**src/hw/agw_pkg.sv**
```systemverilog
// Summary of operation
// (RULE_01) Readback shows all eight pin levels in any direction; no reset.
// (RULE_02) Readback bit asserted for high pin, or low pin if inverted.
// (RULE_03) Set mask bit enables that pin's interrupt; mask resets to zero.
// (RULE_04) Status bit sets on rising edge, or falling edge if inverted.
// (RULE_05) Status reads latched flags; a one clears a flag, zero leaves it.
// (RULE_06) Function bits 7-4 make pins 8,7 captures and 6,5 compares.
// (RULE_07) Bit 3 makes pin 4 the watchdog trigger, low-true unless inverted.
// (RULE_08) Bit 2 passes pin 3 to processor wake, low-true unless inverted.
// (RULE_09) Bit 1 passes pin 2 to wireless disable, low-true unless inverted.
// (RULE_10) Bit 0 passes pin 1 to module sleep, low-true unless inverted.
// (RULE_11) Mode clears on platform reset only if keep-alive is zero.
// (RULE_12) Mask clears on platform reset; software reprograms after sleep.
// (RULE_13) Pin gate bit 7 and three-bit select map onto serial IRQ lines.
// (RULE_14) Watchdog control: gate bit 7, line select 6-4, both reset zero.
// (RULE_15) Fired watchdog resets board only if reset-enable bit is one.
// (RULE_16) Watchdog runs only while enabled; software loads timeout first.
// (RULE_17) Fired flag sets on firing; timeout write, disable, reset clear it.
// (RULE_18) Enabled watchdog fires while timeout is zero; it resets to zero.
// (RULE_19) Timeout counts down once per free-running one-second tick.
// (RULE_20) Every timeout write reloads the countdown.
// (RULE_21) Software writes timeouts 2 to 255, one above the wanted time.
// (RULE_22) Polarity inverts both logical level and interrupt edge.
// (RULE_23) Firing sets the flag and, if enabled, interrupt and board reset.
// (RULE_24) Pin request is OR of masked flags, driven while group gate is one.
// (RULE_25) Watchdog request follows fired flag on selected line while gated.
package agw_pkg;

  // ==========================================================================
  // Timing
  localparam int unsigned CLK_HZ        = 100_000_000;
  localparam int unsigned TICK_PERIOD_S = 1;
  localparam int unsigned TICK_CYCLES   = TICK_PERIOD_S * CLK_HZ;

  // ==========================================================================
  // Sizes
  localparam int unsigned NUM_PINS  = 8;
  localparam int unsigned ADDR_W    = 4;
  localparam int unsigned IRQ_LINES = 16;

  // ==========================================================================
  // Register offsets (byte registers in the I/O window)
  localparam logic [3:0] OFS_PIN_INPUT_READBACK    = 4'h0;
  localparam logic [3:0] OFS_PIN_INTERRUPT_MASK    = 4'h1;
  localparam logic [3:0] OFS_PIN_INTERRUPT_STATUS  = 4'h2;
  localparam logic [3:0] OFS_PIN_FUNCTION_SELECT   = 4'h3;
  localparam logic [3:0] OFS_PIN_INTERRUPT_ROUTING = 4'h4;
  localparam logic [3:0] OFS_WATCHDOG_CONTROL      = 4'h5;
  localparam logic [3:0] OFS_WATCHDOG_TIMEOUT      = 4'h6;
  localparam logic [3:0] OFS_PIN_POLARITY_INVERT   = 4'h7;

  // ==========================================================================
  // Field positions
  localparam int unsigned GATE_BIT      = 7;
  localparam int unsigned SEL_LSB       = 4;
  localparam int unsigned RESET_EN_BIT  = 2;
  localparam int unsigned RUN_BIT       = 1;
  localparam int unsigned FIRED_BIT     = 0;
  localparam int unsigned FN_CAPTURE3   = 7;
  localparam int unsigned FN_CAPTURE4   = 6;
  localparam int unsigned FN_COMPARE3   = 5;
  localparam int unsigned FN_COMPARE4   = 4;
  localparam int unsigned FN_WDG_TRIG   = 3;
  localparam int unsigned FN_WAKE       = 2;
  localparam int unsigned FN_WDISABLE   = 1;
  localparam int unsigned FN_SLEEP      = 0;
  localparam logic [7:0]  FN_DRIVE_MASK = 8'h38;

  // ==========================================================================
  // Reset values
  localparam logic [7:0] RST_BYTE = 8'h00;
  localparam logic [2:0] RST_SEL  = 3'h0;
  localparam logic [7:0] RST_OE_B = 8'hff;
  localparam logic [4:0] RST_ALT  = 5'h07;

  // ==========================================================================
  // Carriers
  typedef struct packed {
    logic             rd;
    logic             wr;
    logic [3:0]       addr;
    logic [7:0]       wdata;
  } agw_reg_req_t;

  typedef struct packed {
    logic capture_input_three;
    logic capture_input_four;
    logic proc_wake_b;
    logic wireless_disable_b;
    logic sleep_b;
  } agw_alt_t;

  // Serial IRQ line number for a three-bit select
  function automatic logic [3:0] agw_irq_line(input logic [2:0] sel);
    logic [3:0] line;
    line = 4'h3;
    unique case (sel)
      3'h0: line = 4'h3;
      3'h1: line = 4'h4;
      3'h2: line = 4'h5;
      3'h3: line = 4'ha;
      3'h4: line = 4'h6;
      3'h5: line = 4'h7;
      3'h6: line = 4'h9;
      3'h7: line = 4'hb;
    endcase
    return line;
  endfunction : agw_irq_line

endpackage : agw_pkg

```
**src/hw/agw_pin_sync.sv**
```systemverilog
`timescale 1ns/10ps
`default_nettype none
module agw_pin_sync #(
  parameter int unsigned WIDTH = 9
) (
  // Clock, reset and enable
  input  wire logic             ref_clk,
  input  wire logic             rst_b,
  input  wire logic             ce,
  // Asynchronous inputs and their filtered levels
  input  wire logic [WIDTH-1:0] async_in,
  output logic      [WIDTH-1:0] level
);

  // ==========================================================================
  // Three-stage synchroniser; a change counts once stages two and three agree
  for (genvar i = 0; i < WIDTH; i++) begin : g_bit
    logic s1;
    logic s2;
    logic s3;
    always_ff @(posedge ref_clk or negedge rst_b) begin
      if (!rst_b) begin
        s1       <= 1'b0;
        s2       <= 1'b0;
        s3       <= 1'b0;
        level[i] <= 1'b0;
      end else if (ce) begin
        s1 <= async_in[i];
        s2 <= s1;
        s3 <= s2;
        if (s2 == s3) begin
          level[i] <= s3;
        end
      end
    end
  end

endmodule : agw_pin_sync
`default_nettype wire

```
**src/hw/agw_top.sv**
```systemverilog
`timescale 1ns/10ps
`default_nettype none
module agw_top #(
  parameter int unsigned TICK_CYCLES_P = agw_pkg::TICK_CYCLES
) (
  // Clock, reset and enable
  input  wire logic                 ref_clk,
  input  wire logic                 rst_b,
  input  wire logic                 ce,
  // Platform reset (asynchronous pin) and keep-alive setting
  input  wire logic                 plt_rst_b,
  input  wire logic                 aux_power_keep_alive,
  // Byte register port
  input  wire agw_pkg::agw_reg_req_t reg_req,
  output logic [7:0]                reg_rdata,
  // Auxiliary pins
  input  wire logic [7:0]           pin_in,
  output logic [7:0]                pin_out,
  output logic [7:0]                pin_oe_b,
  // Plain GPIO drive from the direction and output registers
  input  wire logic [7:0]           gpio_drive_en,
  input  wire logic [7:0]           gpio_drive_val,
  // Timer compare outputs
  input  wire logic                 compare_output_three,
  input  wire logic                 compare_output_four,
  // Alternate-function results
  output var agw_pkg::agw_alt_t     alt_out,
  output logic                      board_reset_req,
  // Serial IRQ requests and slot activity
  output logic [15:0]               irq_req,
  output logic [15:0]               irq_slot_en
);
  import agw_pkg::*;

  localparam int unsigned TW = $clog2(TICK_CYCLES_P + 1);

  // ==========================================================================
  // Pin synchronisers
  logic [8:0] sync_level;

  agw_pin_sync #(
    .WIDTH(NUM_PINS + 1)
  ) u_sync (
    .ref_clk (ref_clk),
    .rst_b   (rst_b),
    .ce      (ce),
    .async_in({plt_rst_b, pin_in}),
    .level   (sync_level)
  );

  wire [7:0] pin_levels = sync_level[7:0];
  wire       plt_reset  = ~sync_level[8];
  wire       mode_reset = plt_reset & ~aux_power_keep_alive;  // [RULE_11]

  // ==========================================================================
  // Registers
  logic [7:0]    pin_polarity_invert;
  logic [7:0]    pin_interrupt_mask;
  logic [7:0]    pin_edge_flags;
  logic [7:0]    pin_function_select;
  logic          pin_irq_gate;
  logic [2:0]    pin_line_select;
  logic          wdg_irq_gate;
  logic [2:0]    wdg_line_select;
  logic          wdg_reset_en;
  logic          watchdog_run_enable;
  logic          watchdog_fired_flag;
  logic [7:0]    watchdog_timeout_seconds;
  logic [7:0]    lvl_q;
  logic          edges_armed;
  logic [TW-1:0] tick_cnt;

  // ==========================================================================
  // Address decode
  wire [7:0] wd       = reg_req.wdata;
  wire       wr_pol   = reg_req.wr && reg_req.addr == OFS_PIN_POLARITY_INVERT;
  wire       wr_mask  = reg_req.wr && reg_req.addr == OFS_PIN_INTERRUPT_MASK;
  wire       wr_stat  = reg_req.wr && reg_req.addr == OFS_PIN_INTERRUPT_STATUS;
  wire       wr_func  = reg_req.wr && reg_req.addr == OFS_PIN_FUNCTION_SELECT;
  wire       wr_route = reg_req.wr &&
                        reg_req.addr == OFS_PIN_INTERRUPT_ROUTING;
  wire       wr_ctrl  = reg_req.wr && reg_req.addr == OFS_WATCHDOG_CONTROL;
  wire       wr_tmo   = reg_req.wr && reg_req.addr == OFS_WATCHDOG_TIMEOUT;

  // ==========================================================================
  // Pin levels and edge flags
  wire [7:0] logical = pin_levels ^ pin_polarity_invert; // [RULE_02][RULE_22]
  // Synchronisers start low, so idle-high pins would flag falsely after
  // reset; edges seen during platform reset are not recorded either
  wire [7:0] edge_rise = logical & ~lvl_q & {8{edges_armed}}; // [RULE_04]
  wire [7:0] stat_clr  = wr_stat ? wd : RST_BYTE;           // [RULE_05]
  // A new edge wins over a clear in the same cycle
  wire [7:0] next_edge_flags = edge_rise | (pin_edge_flags & ~stat_clr);

  // ==========================================================================
  // Watchdog
  wire tick = tick_cnt == TW'(TICK_CYCLES_P - 1);           // [RULE_19]

  wire       next_run      = plt_reset ? 1'b0 :
                             wr_ctrl ? wd[RUN_BIT] : watchdog_run_enable;  // [RULE_16]
  wire [7:0] next_timeout;
  assign next_timeout = plt_reset ? RST_BYTE :
                        wr_tmo ? wd :                                  // [RULE_20]
                        (watchdog_run_enable && tick &&
                         watchdog_timeout_seconds != RST_BYTE) ?
                        watchdog_timeout_seconds - 8'h01 :             // [RULE_19]
                        watchdog_timeout_seconds;
  wire       next_reset_en = plt_reset ? 1'b0 :
                             wr_ctrl ? wd[RESET_EN_BIT] : wdg_reset_en;
  // Firing is judged on the new state, so a clear never hides a fresh fire
  wire       next_fire  = next_run && next_timeout == RST_BYTE;     // [RULE_18]
  wire       wdg_clear  = plt_reset || wr_tmo ||
                          (wr_ctrl && !wd[RUN_BIT]);                // [RULE_17]
  wire       next_fired = next_fire ||
                          (watchdog_fired_flag && !wdg_clear);      // [RULE_17] [RULE_23]

  // ==========================================================================
  // Interrupt requests onto serial IRQ slots
  wire        pin_irq      = |(pin_edge_flags & pin_interrupt_mask);  // [RULE_24] [RULE_03]
  wire [15:0] pin_onehot   = 16'h0001 << agw_irq_line(pin_line_select); // [RULE_13]
  wire [15:0] wdg_onehot   = 16'h0001 << agw_irq_line(wdg_line_select); // [RULE_14]
  wire [15:0] pin_slot     = pin_irq_gate ? pin_onehot : 16'h0000;
  wire [15:0] wdg_slot     = wdg_irq_gate ? wdg_onehot : 16'h0000;
  wire [15:0] next_irq_req = (pin_irq ? pin_slot : 16'h0000) |        // [RULE_24]
                             (watchdog_fired_flag ? wdg_slot : 16'h0000);  // [RULE_25]
  wire [15:0] next_slot_en = pin_slot | wdg_slot;

  // ==========================================================================
  // Pin drive and pass-through
  wire [7:0] alt_drive = pin_function_select & FN_DRIVE_MASK;
  wire [7:0] low_true  = ~logical;
  logic [7:0] alt_val;

  always_comb begin
    alt_val              = RST_BYTE;
    alt_val[FN_COMPARE3] = compare_output_three;                     // [RULE_06]
    alt_val[FN_COMPARE4] = compare_output_four;                      // [RULE_06]
    alt_val[FN_WDG_TRIG] = ~(watchdog_fired_flag ^
                             pin_polarity_invert[FN_WDG_TRIG]);      // [RULE_07]
  end

  // Input-only functions drop the GPIO driver; output functions take the pin
  wire [7:0] next_oe_b = ~((gpio_drive_en & ~pin_function_select) |
                           alt_drive);                               // [RULE_06]
  wire [7:0] next_pin_out = (gpio_drive_val & ~pin_function_select) |
                            (alt_val & alt_drive);                   // [RULE_07]
  wire [4:0] next_alt;
  assign next_alt = {pin_function_select[FN_CAPTURE3] & logical[FN_CAPTURE3],
                     pin_function_select[FN_CAPTURE4] & logical[FN_CAPTURE4],
                     ~(pin_function_select[FN_WAKE] & low_true[FN_WAKE]),
                     ~(pin_function_select[FN_WDISABLE] &
                       low_true[FN_WDISABLE]),
                     ~(pin_function_select[FN_SLEEP] & low_true[FN_SLEEP])};
                                             // [RULE_06] [RULE_08] [RULE_09] [RULE_10]

  // ==========================================================================
  // Read mux
  logic [7:0] rd_mux;

  always_comb begin
    rd_mux = RST_BYTE;
    unique case (reg_req.addr)
      OFS_PIN_INPUT_READBACK:    rd_mux = logical;                   // [RULE_01]
      OFS_PIN_INTERRUPT_MASK:    rd_mux = pin_interrupt_mask;
      OFS_PIN_INTERRUPT_STATUS:  rd_mux = pin_edge_flags;            // [RULE_05]
      OFS_PIN_FUNCTION_SELECT:   rd_mux = pin_function_select;
      OFS_PIN_INTERRUPT_ROUTING: rd_mux = {pin_irq_gate, pin_line_select,
                                           4'h0};
      OFS_WATCHDOG_CONTROL:      rd_mux = {wdg_irq_gate, wdg_line_select,
                                           1'b0, wdg_reset_en,
                                           watchdog_run_enable,
                                           watchdog_fired_flag};     // [RULE_14]
      OFS_WATCHDOG_TIMEOUT:      rd_mux = watchdog_timeout_seconds;
      OFS_PIN_POLARITY_INVERT:   rd_mux = pin_polarity_invert;
      default:                   rd_mux = RST_BYTE;
    endcase
  end

  // ==========================================================================
  // Power-on and conditional registers
  always_ff @(posedge ref_clk or negedge rst_b) begin
    if (!rst_b) begin
      pin_function_select <= RST_BYTE;
      pin_polarity_invert <= RST_BYTE;
    end else if (ce) begin
      if (mode_reset) begin                                          // [RULE_11]
        pin_function_select <= RST_BYTE;
        pin_polarity_invert <= RST_BYTE;
      end else begin
        if (wr_func) pin_function_select <= wd;
        if (wr_pol) pin_polarity_invert <= wd;
      end
    end
  end

  // Platform-reset registers
  always_ff @(posedge ref_clk or negedge rst_b) begin
    if (!rst_b) begin
      pin_interrupt_mask <= RST_BYTE;
      pin_irq_gate       <= 1'b0;
      pin_line_select    <= RST_SEL;
      wdg_irq_gate       <= 1'b0;
      wdg_line_select    <= RST_SEL;
    end else if (ce) begin
      if (plt_reset) begin                                           // [RULE_12]
        pin_interrupt_mask <= RST_BYTE;
        pin_irq_gate       <= 1'b0;
        pin_line_select    <= RST_SEL;
        wdg_irq_gate       <= 1'b0;
        wdg_line_select    <= RST_SEL;
      end else begin
        if (wr_mask) pin_interrupt_mask <= wd;                       // [RULE_03]
        if (wr_route) begin                                          // [RULE_13]
          pin_irq_gate    <= wd[GATE_BIT];
          pin_line_select <= wd[SEL_LSB +: 3];
        end
        if (wr_ctrl) begin                                           // [RULE_14]
          wdg_irq_gate    <= wd[GATE_BIT];
          wdg_line_select <= wd[SEL_LSB +: 3];
        end
      end
    end
  end

  // Watchdog, edge flags, tick and outputs
  always_ff @(posedge ref_clk or negedge rst_b) begin
    if (!rst_b) begin
      watchdog_run_enable      <= 1'b0;
      watchdog_timeout_seconds <= RST_BYTE;
      wdg_reset_en             <= 1'b0;
      watchdog_fired_flag      <= 1'b0;
      pin_edge_flags           <= RST_BYTE;
      lvl_q                    <= RST_BYTE;
      edges_armed              <= 1'b0;
      tick_cnt                 <= '0;
      board_reset_req          <= 1'b0;
      irq_req                  <= 16'h0000;
      irq_slot_en              <= 16'h0000;
      pin_out                  <= RST_BYTE;
      pin_oe_b                 <= RST_OE_B;
      alt_out                  <= RST_ALT;
      reg_rdata                <= RST_BYTE;
    end else if (ce) begin
      watchdog_run_enable      <= next_run;
      watchdog_timeout_seconds <= next_timeout;
      wdg_reset_en             <= next_reset_en;
      watchdog_fired_flag      <= next_fired;
      pin_edge_flags           <= next_edge_flags;
      lvl_q                    <= logical;
      edges_armed              <= ~plt_reset;
      tick_cnt                 <= tick ? '0 : tick_cnt + 1'b1;
      board_reset_req          <= next_fired & next_reset_en;        // [RULE_15]
      irq_req                  <= next_irq_req;
      irq_slot_en              <= next_slot_en;
      pin_out                  <= next_pin_out;
      pin_oe_b                 <= next_oe_b;
      alt_out                  <= next_alt;
      if (reg_req.rd) reg_rdata <= rd_mux;
    end
  end
endmodule : agw_top
`default_nettype wire

```
**config.mk**
```make
export PLATFORM = sky130hd
export DESIGN_NAME = agw_top
export DESIGN_NICKNAME = d
export VERILOG_FILES = /design/src/hw/agw_pkg.sv /design/src/hw/agw_pin_sync.sv /design/src/hw/agw_top.sv
export SDC_FILE = /design/constraint.sdc
export NUM_CORES = 1
export LEC_CHECK = 0
export ABC_AREA = 1
export BUFFER_PORTS_ARGS = -buffer_cell sky130_fd_sc_hd__buf_2
export CORE_MARGIN = 2
export CORE_UTILIZATION = 45
export CTS_CLUSTER_DIAMETER = 150
export DETAILED_ROUTE_END_ITERATION = 7
export GPL_ROUTABILITY_DRIVEN = 0
export GPL_TIMING_DRIVEN = 0
export PLACE_DENSITY_LB_ADDON = 0.15
export SLEW_MARGIN = 25
export SYNTH_ARGS = -nofsm -noshare
export SYNTH_HDL_FRONTEND = slang
export SYNTH_SLANG_ARGS = --single-unit
```
**constraint.sdc**
```tcl
create_clock -name ref_clk -period 2.35 [get_ports ref_clk]
set_input_delay 0.235 -clock ref_clk [delete_from_list [all_inputs] [get_ports ref_clk]]
set_output_delay 0.235 -clock ref_clk [all_outputs]
set_load 0.02 [all_outputs]
```
==> impl_results.md <==
- CTS Buf Count: 17
- Skew-Pair Late Insertion Delay: 0.44 ns
- Post-Synthesis Cells: 1,153
- Fmax: 454 MHz
- Setup TNS Final: 0 ns
- Antenna violations before repair: 0
- Number of flops mapped to enable cells by yosys: 0
- DRC: 0
- Commonest cells post-synth: nand2_1 (285), dfrtp_1 (174), nor2_1 (138)
- Clock root buffer: clkbuf_16
- Ys async rst share: 1.00
- IO buf count: roughly 110
- NetSw: around 2.6 mW
- Least-Margin Pin Slew: between 0.8 and 0.9 ns
- Area leader, netlist: dfrtp_1
- Post-synth top area share: 0.470
- Clock Tree Buf Depth: 2
- Static leakage: 5.43 nW
- Rows: 52
- Post-Route WL: around 27,000 um
- Vias: around 8,300
- Share of layout cells above drive strength 1: 0.177
- CP startpoint: u_sync.level[8]
- Synthesized Nets: around 1,200
- Max-Cap Viols: 0
- Minimum clock period: between 2 and 2.5 ns
- Flop pwr share: 0.478
- Number of failing hold endpoints at the final stage: 0
- Hold WC Path Type: input port to register
- Switch share: 0.326
- HPWL Detailed: roughly 20,000 um
- Worst Path Arrival: 2.50 ns
- Ports: 107
- VDD IR max: approximately 0.48 mV
- First-pass GRT wire length: 42,600 um
- GR Util All Layers: 0.254
- Worst Setup End Kind: register
- Core ar.: a little over 20,000 um^2
- Worst-path cell chain: clkbuf_1 > o21ai_0 > nand2_1 > clkbuf_1 > o21ai_0
- Hold path startpoint: pin_in[7]
- Post-route ant nets: 0
- Mean Syn Cell Area: approximately 8 um^2
- CP Data Required Time: between 2 and 3 ns
- Internal power: 5.47 mW
- Die area: 21,700 um^2
- Max-slew violation count: 0
- DRT iter0 DRCs: about 760
- Synthesized area: 9260 um^2
- Clock sink count: between 150 and 200
- Vias per std cell: approximately 5.3
- Wire per inst: 17.3 um
- Clock power share: 0.348
- Status: complete, no violations
- Clock Pin Slew Worst Setup and Hold Paths: ~0.08 ns
- Most frequent cell after synthesis: nand2_1
- CTS tree: built
- Pin count of the biggest net entering global routing: 78
- Yosys cell types: 53
- Pwr per Cell Area: approximately 740 nW/um^2
- H-tree Lvls: 4
- TritonRoute pass-1 iters: 5
- Main synth FF type: dfrtp_1
- Area growth syn-to-layout: 17.9%
- Period utilisation layout: 0.937
- Vias in the first global route: ~7,600
- ANT cells: 0
- Worst slew margin: 0.449
- Critical-path maximum fanout: 10
- Setup slack after layout: roughly 0.15 ns
- GRT overflow: 0
- Final setup viols: 0
- Slowest CP cell: dfrtp_1
- Register bit total from synthesis: 185
- Die X-Extent: roughly 150 um
- Die Y: roughly 150 um
- Synth top area cells: dfrtp_1 (47%), nand2_1 (12%), nor2_1 (5.6%), o21ai_0 (5.4%), inv_1 (5.3%)
- Clock skew: between 0.015 and 0.02 ns
- Crit path kind: register to register
- Gate power share: 0.174
- PnR Total Power: about 8 mW
- Synthesis warning total: 0
- CP startpoint kind: register
- Initial Util: 0.458
- Reg-to-reg startpoint: u_sync.level[8]
- Pre-CTS worst setup slack: 0.140 ns
- Sequential cell area fraction in the yosys report: 0.501
- Max incr delay on CP: ~0.55 ns
- Nets: 1,348
## layer usage
layer,part of all wire,up-vias,GRT usage
met5,0,-,0
met2,0.43,311,0.372
met1,0.49,3930,0.389
met3,0.062,35,0.0395
li1,-,4011,-
met4,0.021,0,0.0755
## cells in the final DEF (no fill, tap or decap), types with 10 or more instances in the layout
cell             n
nand2_2         11
dfrtp_1        174
nand2_1        283
buf_2          110
nor2_1         138
inv_2           24
clkbuf_1        20
dfstp_2         11
nor3_1          13
a21oi_1         36
o21ai_0        100
inv_1          130
xor2_1          18
o31ai_1         15
dlygate4sd3_1   11
nand4_1         10
nand3_1         29
clkbuf_16       17
o22ai_1         16
## power groups by stage
stage	Clock, mW	Combinational [mW]	Sequential [mW]
floorplan	0	0.772	3.96
global placement	0	1.35	3.92
detailed placement	0	1.39	3.92
CTS	2.88	1.40	3.87
global route	3.01	1.57	3.92
finish	2.82	1.41	3.88
## flip-flops by register name, indices dropped and copies added (netlist names), 3 cells and up
| signal | cells |
|---|---|
| pin_polarity_invert | 8 |
| u_sync.g_bit.s2 | 9 |
| reg_rdata | 8 |
| pin_function_select | 8 |
| tick_cnt | 27 |
| irq_req | 16 |
| pin_oe_b | 8 |
| pin_edge_flags | 8 |
| u_sync.g_bit.s1 | 9 |
| watchdog_timeout_seconds | 8 |
| u_sync.level | 9 |
| alt_out | 5 |
| pin_line_select | 3 |
| pin_out | 8 |
| u_sync.g_bit.s3 | 9 |
| pin_interrupt_mask | 8 |
| lvl_q | 8 |
| irq_slot_en | 16 |
| wdg_line_select | 3 |
## worst max-delay path, delay by kind of cell (launching register included)
kind	cells	cell delay, ns
flip-flops	1	0.55
AO/OA/AOI/OAI	2	0.33
buffers and inverters	2	0.92
AND/OR/NAND/NOR	1	0.25
## cells by family after synthesis
logic type      share of synthesized area
flops                               0.501
xor+xnor                           0.0217
mux                               0.00122
compound gates                      0.138
simple gates                        0.244
fa+ha+maj                          0.0122
buf+inv                            0.0815
## timing repair
action	in CTS	in global routing
hold endpoints to repair	45	0
endpoints found under the setup margin	0	2
resized for setup	0	7
setup buffers	0	3
hold buffers	11	0
## path summary, 6_finish.rpt
path | to | slack (ns) | cells after the start
setup / recovery | pin_interrupt_mask[6] | 0.15 | 5
hold / removal | u_sync.g_bit[7].s1 | 0.009 | 3
setup reg to reg | pin_interrupt_mask[6] | 0.15 | 5
hold reg to reg | pin_edge_flags[6] | 0.45 | 1
max in group asynchronous | pin_oe_b[0] | 1.01 | 4
min in group asynchronous | watchdog_timeout_seconds[3] | 0.27 | 2
## layout make-up
class / instances / area, um^2
buffer: 34 / 164
clock buffer: 17 / 425
clock inverter: 15 / 151
fill: 1926 / 9310
inverter: 156 / 591
multi-input combinational: 778 / 3880
sequential: 185 / 4640
tap: 270 / 338
timing repair buffer: 122 / 728
## stage by stage
stage	instances	area (um^2)	utilization	hold WS, ns
2_1_floorplan	1153	9260	-	-0.0606
3_3_place_gp	1529	10100	0.501	0.374
3_5_place_dp	1531	10200	0.504	0.127
4_1_cts	1574	10900	0.538	0.000272
5_1_grt	1577	10900	0.540	0.0137
6_report	1577	10900	0.540	0.00907
Power figures use the tool's default switching activity.
